**config.mk**
```make
export PLATFORM = sky130hd
export DESIGN_NAME = sdl_serdes_link
export DESIGN_NICKNAME = d
export VERILOG_FILES = /design/src/sdl_framer.sv /design/src/sdl_serdes_link.sv
export SDC_FILE = /design/constraint.sdc
export NUM_CORES = 1
export LEC_CHECK = 0
export ABC_AREA = 1
export ABC_CLOCK_PERIOD_IN_PS = 6300
export BUFFER_PORTS_ARGS = -buffer_cell sky130_fd_sc_hd__buf_2
export CAP_MARGIN = 0
export CORE_UTILIZATION = 53
export CTS_CLUSTER_SIZE = 12
export DETAILED_ROUTE_END_ITERATION = 8
export PLACE_DENSITY = 0.74
export SYNTH_ARGS = -nofsm -noshare
export SYNTH_HDL_FRONTEND = slang
export SYNTH_SLANG_ARGS = --single-unit
```
**constraint.sdc**
```tcl
create_clock -name CLK -period 6.3 [get_ports CLK]
set_input_delay 1.26 -clock CLK [delete_from_list [all_inputs] [get_ports CLK]]
set_output_delay 1.26 -clock CLK [all_outputs]
set_load 0.1 [all_outputs]
```
**src/sdl_framer.sv**
```systemverilog
// ****************************************************************
// shared constants and types
// ****************************************************************
package sdl_pkg;

    // frame shape
    localparam int DATA_BITS = 24;
    localparam int FRAME_BITS = 28;
    localparam logic [4:0] FRAME_LAST = 5'd27;
    localparam logic [4:0] FRAME_MID = 5'd13;
    localparam logic [7:0] DATA_BITS_S = 8'sd24;

    // frame positions once the whole frame sits in the receive shifter
    localparam int POS_HIGH = 0;
    localparam int POS_DATA_LO = 1;
    localparam int POS_DATA_HI = 24;
    localparam int POS_INTEG = 25;
    localparam int POS_BAL = 26;
    localparam int POS_LOW = 27;

    // register map, byte addresses
    localparam logic [11:0] ADDR_CTRL = 12'h000;
    localparam logic [11:0] ADDR_STATUS = 12'h004;
    localparam logic [5:0] CTRL_RESET = 6'h00;
    localparam int CTRL_WIDTH = 6;

    // status field positions
    localparam int ST_TX_LOCK = 0;
    localparam int ST_RX_LOCK = 1;
    localparam int ST_SUPPLY = 2;
    localparam int ST_LOSS_LO = 8;
    localparam int ST_DROP_LO = 16;

    // timing
    localparam int CLK_PERIOD_NS = 100;
    localparam int TRANSMIT_CLOCK_LOSS_NS = 2000;
    localparam logic [7:0] TRANSMIT_CLOCK_LOSS_CYC = 8'(TRANSMIT_CLOCK_LOSS_NS / CLK_PERIOD_NS);
    localparam logic [2:0] TX_LOCK_EDGES = 3'd4;
    localparam logic [2:0] RX_LOCK_FRAMES = 3'd4;

    // control bits, bit 0 is tx_output_enable
    typedef struct packed {
        logic rx_edge_select;
        logic rx_powerdown_n;
        logic rx_output_enable;
        logic tx_edge_select;
        logic tx_powerdown_n;
        logic tx_output_enable;
    } sdl_ctrl_type;

    typedef enum logic [1:0] {TX_OFF, TX_ACQ, TX_LOCKED} sdl_tx_state_type;
    typedef enum logic [1:0] {RX_SEARCH, RX_VERIFY, RX_LOCKED} sdl_rx_state_type;

    // number of ones in a data word
    function automatic logic [4:0] sdl_ones(input logic [DATA_BITS-1:0] w);
        logic [4:0] n;
        n = 5'd0;
        for (int i = 0; i < DATA_BITS; i++) begin
            n = n + 5'(w[i]);
        end
        return n;
    endfunction : sdl_ones

endpackage : sdl_pkg

`timescale 1ns/1ps
`default_nettype none

// ****************************************************************
// frame builder and bit shifter
// ****************************************************************
module sdl_framer
    import sdl_pkg::*;
(
    input wire logic clk, // block clock
    input wire logic reset, // synchronous, active high
    input wire logic run, // transmitter locked and powered
    input wire logic [DATA_BITS-1:0] word, // latest captured word
    output logic take, // pulse: word loaded into a frame
    output logic bit_p, // true serial bit
    output logic bit_n // inverted serial bit
);

    typedef struct packed {
        logic [FRAME_BITS-2:0] sh;
        logic [4:0] cnt;
        logic busy;
        logic signed [7:0] rd;
        logic bp;
        logic bn;
        logic take;
    } sdl_fr_type;

    sdl_fr_type q, d;

    // next state of the shifter
    always_comb begin
        logic signed [7:0] diff;
        logic inv;
        logic [DATA_BITS-1:0] field;
        logic [FRAME_BITS-1:0] fr;
        diff = '0;
        inv = 1'b0;
        field = '0;
        fr = '0;
        d = q;
        d.take = 1'b0;
        if (!run) begin
            d.busy = 1'b0;
            d.cnt = '0;
            d.bp = 1'b0;
            d.bn = 1'b1;
        end else if (!q.busy || q.cnt == FRAME_LAST) begin
            // frames follow back to back, repeating the last word if none is new
            diff = signed'({2'b00, sdl_ones(word), 1'b0}) - DATA_BITS_S;
            inv = (q.rd > 0 && diff > 0) || (q.rd < 0 && diff < 0);
            field = inv ? ~word : word;
            d.rd = inv ? q.rd - diff : q.rd + diff;
            fr = {1'b0, inv, ^field, field, 1'b1};
            d.bp = fr[0];
            d.bn = ~fr[0];
            d.sh = fr[FRAME_BITS-1:1];
            d.cnt = '0;
            d.busy = 1'b1;
            d.take = 1'b1;
        end else begin
            // one bit a clock, low bit first
            d.bp = q.sh[0];
            d.bn = ~q.sh[0];
            d.sh = {1'b0, q.sh[FRAME_BITS-2:1]};
            d.cnt = q.cnt + 5'd1;
        end
    end

    // state register
    always_ff @(posedge clk) begin
        if (reset) begin
            q <= '0;
            q.bn <= 1'b1;
        end else begin
            q <= d;
        end
    end

    assign take = q.take;
    assign bit_p = q.bp;
    assign bit_n = q.bn;

endmodule : sdl_framer

`default_nettype wire

```
**src/sdl_serdes_link.sv**
```systemverilog
// The implementer's own choices: the register offsets and register access over APB.
`timescale 1ns/1ps
`default_nettype none

module sdl_serdes_link
    import sdl_pkg::*;
#(
    parameter logic [7:0] LOSS_CYC = TRANSMIT_CLOCK_LOSS_CYC, // clocks without a transmit clock edge
    parameter logic [2:0] LOCK_EDGES = TX_LOCK_EDGES, // edges to gain transmit lock
    parameter logic [2:0] LOCK_FRAMES = RX_LOCK_FRAMES // good frames to gain receive lock
) (
    input wire logic CLK, // block clock
    input wire logic RESET, // synchronous, active high
    input wire logic PSEL, // apb select
    input wire logic PENABLE, // apb access phase
    input wire logic PWRITE, // apb direction
    input wire logic [11:0] PADDR, // apb byte address
    input wire logic [31:0] PWDATA, // apb write data
    output logic [31:0] PRDATA, // apb read data
    output logic PREADY, // apb ready
    output logic PSLVERR, // apb error, unmapped address
    input wire logic SUPPLY_OK, // supply above its good threshold
    input wire logic TRANSMIT_CLOCK, // transmit word clock from source
    input wire logic [DATA_BITS-1:0] TX_PARALLEL_IN, // transmit data word
    output logic TX_SERIAL_P, // serial line, true
    output logic TX_SERIAL_N, // serial line, inverted
    output logic TX_SERIAL_OE_N, // low while serial pair driven
    input wire logic SERIAL_LINE_IN, // incoming serial line
    output logic [DATA_BITS-1:0] RX_PARALLEL_OUT, // recovered data word
    output logic RX_CLK_OUT, // recovered word clock
    output logic RX_OUT_OE_N, // low while data and clock driven
    output logic RX_LOCK // receive lock indicator
);

    // ****************************************************************
    // state
    // ****************************************************************

    typedef struct packed {
        logic sup_s1;
        logic sup_s2;
        logic tck_s1;
        logic tck_s2;
        logic tck_s3;
        logic [DATA_BITS-1:0] din_s1;
        logic [DATA_BITS-1:0] din_s2;
        logic ser_s1;
        logic ser_s2;
        sdl_ctrl_type ctrl;
        logic pready;
        logic pslverr;
        logic [31:0] prdata;
        sdl_tx_state_type tx_st;
        logic [2:0] tx_edges;
        logic [7:0] tx_gap;
        logic tx_sel_seen;
        logic [DATA_BITS-1:0] tx_word;
        logic tx_pend;
        logic [7:0] drops;
        logic tx_oe_n;
        sdl_rx_state_type rx_st;
        logic [FRAME_BITS-1:0] sr;
        logic [4:0] bitcnt;
        logic [2:0] good;
        logic [DATA_BITS-1:0] rx_data;
        logic rclk;
        logic lock;
        logic [7:0] losses;
        logic rx_oe_n;
    } sdl_state_type;

    sdl_state_type q, d;
    logic fr_take;
    logic fr_p;
    logic fr_n;

    // ****************************************************************
    // helpers
    // ****************************************************************

    // markers in place and integrity bit matches the field
    function automatic logic frame_ok(input logic [FRAME_BITS-1:0] f);
        return f[POS_HIGH] && !f[POS_LOW]
            && (f[POS_INTEG] == ^f[POS_DATA_HI:POS_DATA_LO]);
    endfunction : frame_ok

    // register read decode
    function automatic logic [31:0] read_word(input sdl_state_type s, input logic [11:0] a);
        logic [31:0] w;
        w = 32'h00000000;
        if (a == ADDR_CTRL) begin
            w[CTRL_WIDTH-1:0] = s.ctrl;
        end else if (a == ADDR_STATUS) begin
            w[ST_TX_LOCK] = (s.tx_st == TX_LOCKED);
            w[ST_RX_LOCK] = s.lock;
            w[ST_SUPPLY] = s.sup_s2;
            w[ST_LOSS_LO +: 8] = s.losses;
            w[ST_DROP_LO +: 8] = s.drops;
        end
        return w;
    endfunction : read_word

    // ****************************************************************
    // next state
    // ****************************************************************

    always_comb begin
        logic tx_en;
        logic rx_en;
        logic any_edge;
        logic sel_edge;
        logic capture;
        logic [FRAME_BITS-1:0] sr_n;
        tx_en = 1'b0;
        rx_en = 1'b0;
        any_edge = 1'b0;
        sel_edge = 1'b0;
        capture = 1'b0;
        sr_n = '0;
        d = q;

        // two-stage synchronisers for every outside input except the apb bus and reset
        d.sup_s1 = SUPPLY_OK;
        d.sup_s2 = q.sup_s1;
        d.tck_s1 = TRANSMIT_CLOCK;
        d.tck_s2 = q.tck_s1;
        d.tck_s3 = q.tck_s2;
        d.din_s1 = TX_PARALLEL_IN;
        d.din_s2 = q.din_s1;
        d.ser_s1 = SERIAL_LINE_IN;
        d.ser_s2 = q.ser_s1;

        // apb: answer prepared in setup, ready in the access phase
        d.pready = PSEL && !PENABLE;
        if (PSEL && !PENABLE) begin
            d.prdata = read_word(q, PADDR);
            d.pslverr = (PADDR != ADDR_CTRL) && (PADDR != ADDR_STATUS);
        end
        if (PSEL && PENABLE && q.pready && PWRITE && PADDR == ADDR_CTRL) begin
            d.ctrl = sdl_ctrl_type'(PWDATA[CTRL_WIDTH-1:0]);
        end

        // ************************************************************
        // transmit lock
        // ************************************************************

        tx_en = q.sup_s2 && q.ctrl.tx_powerdown_n;
        any_edge = q.tck_s2 ^ q.tck_s3;
        sel_edge = q.ctrl.tx_edge_select ? (q.tck_s2 && !q.tck_s3)
                                         : (!q.tck_s2 && q.tck_s3);

        // gap timer watches the source clock for a missing edge
        d.tx_gap = any_edge ? 8'h00 : q.tx_gap + 8'h01;

        unique case (q.tx_st)
            TX_OFF: begin
                d.tx_edges = '0;
                d.tx_gap = '0;
                if (tx_en) begin
                    d.tx_st = TX_ACQ;
                end
            end
            TX_ACQ: begin
                if (any_edge) begin
                    d.tx_edges = q.tx_edges + 3'd1;
                    if (q.tx_edges == LOCK_EDGES - 3'd1) begin
                        d.tx_st = TX_LOCKED;
                    end
                end else if (q.tx_gap == LOSS_CYC) begin
                    d.tx_edges = '0;
                end
            end
            TX_LOCKED: begin
                if (!any_edge && q.tx_gap == LOSS_CYC) begin
                    d.tx_st = TX_ACQ;
                    d.tx_edges = '0;
                end
            end
        endcase

        // a new edge choice needs a fresh lock; output enable does not
        d.tx_sel_seen = q.ctrl.tx_edge_select;
        if (q.tx_st != TX_OFF && q.tx_sel_seen != q.ctrl.tx_edge_select) begin
            d.tx_st = TX_ACQ;
            d.tx_edges = '0;
        end
        if (!tx_en) begin
            d.tx_st = TX_OFF;
        end

        // word capture once locked; an unsent word that is replaced counts as dropped
        capture = (q.tx_st == TX_LOCKED) && sel_edge;
        if (capture) begin
            d.tx_word = q.din_s2;
            d.tx_pend = 1'b1;
            if (q.tx_pend && !fr_take && q.drops != 8'hff) begin
                d.drops = q.drops + 8'h01;
            end
        end else if (fr_take) begin
            d.tx_pend = 1'b0;
        end

        // serial drive only when locked, enabled and powered
        d.tx_oe_n = !(d.tx_st == TX_LOCKED && q.ctrl.tx_output_enable && tx_en);

        // ************************************************************
        // receive alignment and lock
        // ************************************************************

        rx_en = q.sup_s2 && q.ctrl.rx_powerdown_n;
        sr_n = {q.ser_s2, q.sr[FRAME_BITS-1:1]};

        if (!rx_en) begin
            // serial input ignored, alignment lost
            d.rx_st = RX_SEARCH;
            d.lock = 1'b0;
            d.rclk = 1'b0;
            d.bitcnt = '0;
            d.good = '0;
        end else begin
            d.sr = sr_n;
            unique case (q.rx_st)
                RX_SEARCH: begin
                    // slide one bit a clock until any frame fits
                    if (frame_ok(sr_n)) begin
                        d.rx_st = RX_VERIFY;
                        d.bitcnt = '0;
                        d.good = 3'd1;
                    end
                end
                RX_VERIFY, RX_LOCKED: begin
                    if (q.bitcnt == FRAME_LAST) begin
                        d.bitcnt = '0;
                        if (!frame_ok(sr_n)) begin
                            // a single missed marker drops lock
                            d.rx_st = RX_SEARCH;
                            d.lock = 1'b0;
                            d.rclk = 1'b0;
                            if (q.rx_st == RX_LOCKED && q.losses != 8'hff) begin
                                d.losses = q.losses + 8'h01;
                            end
                        end else begin
                            if (q.rx_st == RX_VERIFY) begin
                                d.good = q.good + 3'd1;
                            end
                            if (q.rx_st == RX_LOCKED || q.good == LOCK_FRAMES - 3'd1) begin
                                // lock and first word appear together
                                d.rx_st = RX_LOCKED;
                                d.lock = 1'b1;
                                d.rx_data = sr_n[POS_DATA_HI:POS_DATA_LO]
                                    ^ {DATA_BITS{sr_n[POS_BAL]}};
                                d.rclk = !q.ctrl.rx_edge_select;
                            end
                        end
                    end else begin
                        d.bitcnt = q.bitcnt + 5'd1;
                        if (q.rx_st == RX_LOCKED && q.bitcnt == FRAME_MID) begin
                            // strobing edge lands mid-word
                            d.rclk = q.ctrl.rx_edge_select;
                        end
                    end
                end
                default: begin
                    d.rx_st = RX_SEARCH;
                end
            endcase
        end

        // data and clock driven only while locked and enabled
        d.rx_oe_n = !(d.lock && q.ctrl.rx_output_enable && rx_en);
    end

    // ****************************************************************
    // registers
    // ****************************************************************

    always_ff @(posedge CLK) begin
        if (RESET) begin
            q <= '0;
            q.ctrl <= sdl_ctrl_type'(CTRL_RESET);
            q.tx_oe_n <= 1'b1;
            q.rx_oe_n <= 1'b1;
        end else begin
            q <= d;
        end
    end

    // ****************************************************************
    // frame builder
    // ****************************************************************

    sdl_framer u_framer (
        .clk(CLK),
        .reset(RESET),
        .run(q.tx_st == TX_LOCKED),
        .word(q.tx_word),
        .take(fr_take),
        .bit_p(fr_p),
        .bit_n(fr_n)
    );

    // ****************************************************************
    // outputs
    // ****************************************************************

    assign PRDATA = q.prdata;
    assign PREADY = q.pready;
    assign PSLVERR = q.pslverr;
    assign TX_SERIAL_P = fr_p;
    assign TX_SERIAL_N = fr_n;
    assign TX_SERIAL_OE_N = q.tx_oe_n;
    assign RX_PARALLEL_OUT = q.rx_data;
    assign RX_CLK_OUT = q.rclk;
    assign RX_OUT_OE_N = q.rx_oe_n;
    assign RX_LOCK = q.lock;

endmodule : sdl_serdes_link

`default_nettype wire

```
==> metrics.txt, run 1 <==
status=finished with violations; failing checks=DRC, setup timing; core footprint=22030 um^2; cell with the most instances after synthesis=nand2_1; Inserted Diodes=0; max-cap violation count=0; Sinks on Clock Net=247; DRT Wirelength=23460 um; Top delay family on crit path=adder cells; dpl ws=-96.14 ps; Metal-1 WL=10960 um; total global routing overflow=0; final setup violation count=1; placed cells=1895; worst vdd ir=0.1714 mV; share of cells above drive strength 1=0.1541; Yosys top cell area share=0.4119; Num CTS Buffers=26; I/O pins=140; relative slew slack=0.2504; Routed WL per cell=12.04 um; Final HPWL DP=16080 um; flops & latches, synth=247; Placed Area=12410 um^2; Final ANT Viol Nets=0; syn avg cell area=7.498 um^2; Static Leak=6.143 nW; die area=23250 um^2; number of global-route vias before repair=9203; first-pass GRT wire length=40790 um; port bufs=103; Setup CP Type=reg2reg; Max Fclk=156.9 MHz; total power divided by cell area=231.2 nW/um^2; clock transition at the registers of the reported paths=60 ps; Startpoint Class=register; Post-synth top flop=dfxtp_1; Final Cycle Share=1.011; Buf/Inv on CP=3; fin. max-slew vios=0; clock skew=11.43 ps; synthesis-to-finish area growth=11.30%; # H-tree levels=1; Top Metal Used=met4; Post-synth EDFFs=0; synth top area cells=dfxtp_1, nand2_1, inv_1; initial core utilization=0.5450; Rows=54; Hold Buf Count CTS=0; post-route setup slack=-71.53 ps; crit-path max FO=5; register area share after synthesis=0.4119; type of the tightest min-delay check=reg2reg; met2 wire len=11030 um; Die H=152.5 um; DR WL met3=1109 um; largest net degree at the start of global routing=78; synthesized area=12000 um^2; RSZ-0062 raised after global routing=yes; Via density=4.959; root buf cell=clkbuf_16; Remaining DRCs=2; Commonest cells post-synth=nand2_1, dfxtp_1, inv_1, nor2_1, a21oi_1; Critical Path Sink Type=register; die width=152.5 um; Worst Max-Slew Pin Slew=1123 ps; cells after synthesis=1601; min cycle time layout=6372 ps; antenna violations before repair=0; GRT Util Overall=0.2041; Detailed Routing Iterations Pass 1=9; synth unique cells=44; Ys Warns=0; Slowest Stage Delay on Critical Path=520 ps; Fin. Hold Viols=0; Hold Slack=394.4 ps; Non-Filler Instances=1948; Crit path required time=6700 ps; CTS tree=built; crit path DAT=6770 ps; clock latency on the worst-skew pair=520 ps; cell taking the most area after synthesis=dfxtp_1; Layout Nets=1782; clock buffer depth=3; asr flop ratio synth=0; Worst path slowest cell=fa_1; fill cell count=1976; gpl congestion=0.8333; 1st-iter DRT viols=472; Design Area, Final=13360 um^2; via total after detailed routing=9661
## flip-flops by register name, summed over array words and instances, names as in the netlist
signal and count:
u_framer.bit_n 1, PREADY 1, u_framer.q 39, RX_CLK_OUT 1
RX_OUT_OE_N 1, TX_SERIAL_OE_N 1, PSLVERR 1, u_framer.take 1
u_framer.bit_p 1, RX_PARALLEL_OUT 24, RX_LOCK 1, d 29
q 124, PRDATA 22
## kinds of logic (layout without fill, tap and decap cells)
group	Yosys count	count (layout)	share of synthesized area
simple gates	627	627	0.2206
buf+inv	364	422	0.1352
compound gates	247	247	0.1203
flops	247	247	0.4119
xor+xnor	62	62	0.04524
fa+ha+maj	53	53	0.06650
other cells	1	10	0.0003124
## report_power, final
part | switching (mW) | internal, mW | leakage, nW
logic | 0.0843 | 0.0255 | 3.76
registers | 0.00481 | 1.58 | 2.00
clock network | 0.582 | 0.813 | 0.383
total | 0.671 | 2.42 | 6.14
## worst reg2reg max path: cells and delay by family, from the launching register on
family,cells,cell delay (ps)
xor gates and xnor gates,3,500
adders and majority gates,10,4030
DFF,1,330
and+or+nand+nor,13,920
buffers and inverters,3,150
AOI/OAI and AO/OA,2,340
## per-stage QoR
stage / total power, mW / util / setup TNS (ps)
2_1_floorplan: 1.708 / - / 0
3_3_place_gp: 1.728 / 0.5633 / -43.13
3_5_place_dp: 1.729 / 0.5633 / -158.4
4_1_cts: 3.124 / 0.6045 / -0.3468
5_1_grt: 3.196 / 0.6066 / -749.2
6_report: 3.089 / 0.6066 / -71.53
## metal layers
layer,up-vias,track usage
li1,5069,-
met1,4369,0.2627
met2,188,0.3568
met3,35,0.02844
met4,0,0.05820
met5,-,0
## final cells by class
| cell class | count | area, um^2 | share of cell area |
|---|---|---|---|
| Clock buffer | 38 | 747.0 | 0.05591 |
| Multi-Input combinational cell | 999 | 5620 | 0.4207 |
| Inverter | 246 | 923.4 | 0.06911 |
| Timing Repair Buffer | 133 | 747.0 | 0.05591 |
| Tap cell | 280 | 350.3 | 0.02622 |
| Sequential cell | 247 | 4947 | 0.3703 |
| Clock inverter | 5 | 25.02 | 0.001873 |
## cells in the final DEF (no fill, tap or decap), types with 3 or more instances in the layout
master     instances
a32o_1             3
nand2_2           15
nand4_1           11
nor2_1           167
xnor2_1           18
nor3b_1            4
clkbuf_16         27
ha_1              33
fa_1              15
a211oi_1           5
nand2_1          289
clkinv_2           5
a21oi_2            5
clkbuf_8           3
nor3_1            12
clkbuf_1           8
nor4_1             5
o211ai_1           5
o21ai_0           91
nand3_2            3
dfxtp_1          245
buf_4             30
fa_2               3
a21oi_1          105
xor2_1            40
o21ai_1            4
a211oi_2          20
inv_2             23
inv_1            221
buf_2            102
nand3_1          107
conb_1            10
## final timing paths
check,start,to,slack (ps),depth (start not counted)
setup / recovery,q[84],u_framer.q[10],-70,31
hold / removal,d[182],q[182],390,2
setup reg to reg,q[84],u_framer.q[10],-70,31
hold reg to reg,d[182],q[182],390,2
## what timing repair did
item / 4_1_cts / 5_1_grt
resized for setup: 16 / 11
setup endpoints to repair: 2 / 4
pin swaps: 23 / 19
buffers inserted: 9 / 2
Power figures use the tool's default switching activity.
==> inputs of run 2 (changes only) <==
==> config.mk (replaced) <==
export PLATFORM = sky130hd
export DESIGN_NAME = sdl_serdes_link
export DESIGN_NICKNAME = d
export VERILOG_FILES = /design/src/sdl_framer.sv /design/src/sdl_serdes_link.sv
export SDC_FILE = /design/constraint.sdc
export NUM_CORES = 1
export LEC_CHECK = 0
export ABC_AREA = 0
export ABC_CLOCK_PERIOD_IN_PS = 6380
export BUFFER_PORTS_ARGS = -buffer_cell sky130_fd_sc_hd__buf_2
export CAP_MARGIN = 0
export CORE_UTILIZATION = 58
export CTS_CLUSTER_SIZE = 12
export DETAILED_ROUTE_END_ITERATION = 8
export PLACE_DENSITY = 0.78
export SYNTH_ARGS = -nofsm -noshare
export SYNTH_HDL_FRONTEND = slang
export SYNTH_SLANG_ARGS = --single-unit
==> constraint.sdc (replaced) <==
create_clock -name CLK -period 6.38 [get_ports CLK]
set_input_delay 1.276 -clock CLK [delete_from_list [all_inputs] [get_ports CLK]]
set_output_delay 1.276 -clock CLK [all_outputs]
set_load 0.1 [all_outputs]
==> run 2 against run 1 <==
  * The run ends with setup timing left
  * Via count shrank 13%
  * Sequential power is essentially flat
  * Sequential share of layout area grew 1.4 points
  * Global-route usage grew 2.1 points
  * Critical path type unchanged
==> metrics.txt, run 2 <==
Startpoint Class=register; DRT Wirelength=22030 um; Worst path slowest cell=fa_1; Sinks on Clock Net=247; antenna violations before repair=2; placed cells=1564; relative slew slack=0.2056; Post-synth top flop=dfxtp_1; die width=141.6 um; Non-Filler Instances=1615; syn avg cell area=8.931 um^2; synthesized area=11310 um^2; synth top area cells=dfxtp_1, xnor2_1, nand2_1; clock latency on the worst-skew pair=520 ps; min cycle time layout=6675 ps; via total after detailed routing=8431; type of the tightest min-delay check=reg2reg; Setup CP Type=reg2reg; Slowest Stage Delay on Critical Path=520 ps; share of cells above drive strength 1=0.1713; Static Leak=4.975 nW; initial core utilization=0.5985; Via density=5.220; Ys Warns=0; number of flip-flops under the largest register name=124; Setup TNS=-749.0 ps; core footprint=18890 um^2; Final ANT Viol Nets=0; port bufs=103; CTS tree=built; status=finished with violations; crit path DAT=7040 ps; Largest Register=q; asr flop ratio synth=0; most frequent cells in the layout=dfxtp_1, nand2_1, nor2_1; Final Cycle Share=1.046; cells after synthesis=1266; die area=20060 um^2; worst vdd ir=0.2259 mV; total power divided by cell area=238.3 nW/um^2; I/O pins=140; Num CTS Buffers=26; 1st-iter DRT viols=451; Yosys top cell area share=0.4373; Final HPWL DP=14620 um; root buf cell=clkbuf_16; flops & latches, synth=247; clock buffer depth=3; Fin. Hold Viols=0; number of global-route vias before repair=8008; Remaining DRCs=0; clock transition at the registers of the reported paths=60 ps; largest net degree at the start of global routing=125; RSZ-0062 raised after global routing=yes; # H-tree levels=1; Commonest cells post-synth=dfxtp_1, nand2_1, nor2_1, xnor2_1, a21oi_1; most common cell after layout, fill and taps aside=dfxtp_1; cell with the most instances after synthesis=dfxtp_1; synth unique cells=57; crit-path max FO=4; GRT Util Overall=0.2248; gpl congestion=0.8396; cell taking the most area after synthesis=dfxtp_1; Die H=141.6 um; final setup violation count=4; Worst Max-Slew Pin Slew=1187 ps; Rows=50; Detailed Routing Iterations Pass 1=5; post-route setup slack=-295.4 ps; CP most frequent cell=fa_1; fin. max-slew vios=0; Max Fclk=149.8 MHz; dpl ws=-363.4 ps; clock skew=9.988 ps; Critical Path Sink Type=register; first-pass GRT wire length=37650 um; register area share after synthesis=0.4373; Post-synth EDFFs=0; Routed WL per cell=13.64 um; max-cap violation count=0; synthesis-to-finish area growth=13.85%; Layout Nets=1471; overall power=3.068 mW; total global routing overflow=0; failing checks=setup timing; Crit path required time=6740 ps
run 2: cell count changes after synthesis, sizes merged, moves of 10 or more:
cell and change:
xor2 -10, xnor2 +66, o21ai -63, a22oi +41
nor2b +66, nor2 -59, or3 +10, nand2 -164
a21oi -29, nand3 -87, inv -184
run 2: worst max-delay path: cells and delay by family, from the launching register on:
family | cells | cell delay, ps
DFF | 1 | 330
AOI/OAI and AO/OA | 8 | 1240
and+or+nand+nor | 6 | 680
adders and majority gates | 10 | 3870
buffers and inverters | 2 | 170
xor gates and xnor gates | 1 | 220
run 2: area by class of cell:
cell class,count,area (um^2)
clock inverter,4,48.80
timing repair buffer,158,938.4
sequential,247,4947
antenna,1,2.502
multi-input combinational,849,5647
fill,1539,6020
clock buffer,36,739.5
inverter,60,225.2
tap,260,325.3
run 2: logic make-up after synthesis:
kind of cell / share of synthesized area
AND/OR/NAND/NOR: 0.1742
flip-flops: 0.4373
AO/OA/AOI/OAI: 0.1296
buffers and inverters: 0.07890
XOR/XNOR: 0.09616
adder cells (fa/ha/maj): 0.07060
multiplexers: 0.01295
other: 0.0003317
run 2: per-stage QoR:
| step | utilization | hold slack, ps | instance area [um^2] |
|---|---|---|---|
| global placement | 0.6324 | 381.3 | 11950 |
| detailed placement | 0.6324 | 393.5 | 11950 |
| CTS | 0.6794 | 407.5 | 12840 |
| floorplan | - | 370.0 | 11410 |
| global route | 0.6813 | 442.2 | 12870 |
| finish | 0.6814 | 402.8 | 12870 |
run 2: repair_timing:
| item | 4_1_cts | 5_1_grt |
|---|---|---|
| gates resized for setup | 7 | 6 |
| setup endpoints to repair | 4 | 6 |
| setup buffers | 10 | 3 |
| pin swaps | 14 | 10 |
| hold buffers | 0 | 0 |
run 2: worst paths after layout:
path / from / to / slack, ps / depth (start not counted)
worst max-delay path: q[83] / u_framer.q[9] / -300 / 27
worst min-delay path: q[158] / RX_OUT_OE_N / 400 / 1
worst max register to register: q[83] / u_framer.q[9] / -300 / 27
worst min register to register: q[158] / RX_OUT_OE_N / 400 / 1
run 2: routing by layer:
layer	track usage	routed length (um)
met5	0	13
met4	0.05659	397
met3	0.03510	998
met2	0.3816	10640
met1	0.2993	9982
run 2: power breakdown:
| group | switching [mW] | leakage, nW | internal (mW) |
|---|---|---|---|
| registers | 0.00439 | 2.00 | 1.56 |
| logic | 0.0643 | 2.58 | 0.0228 |
| clock network | 0.580 | 0.388 | 0.838 |
| total | 0.648 | 4.97 | 2.42 |
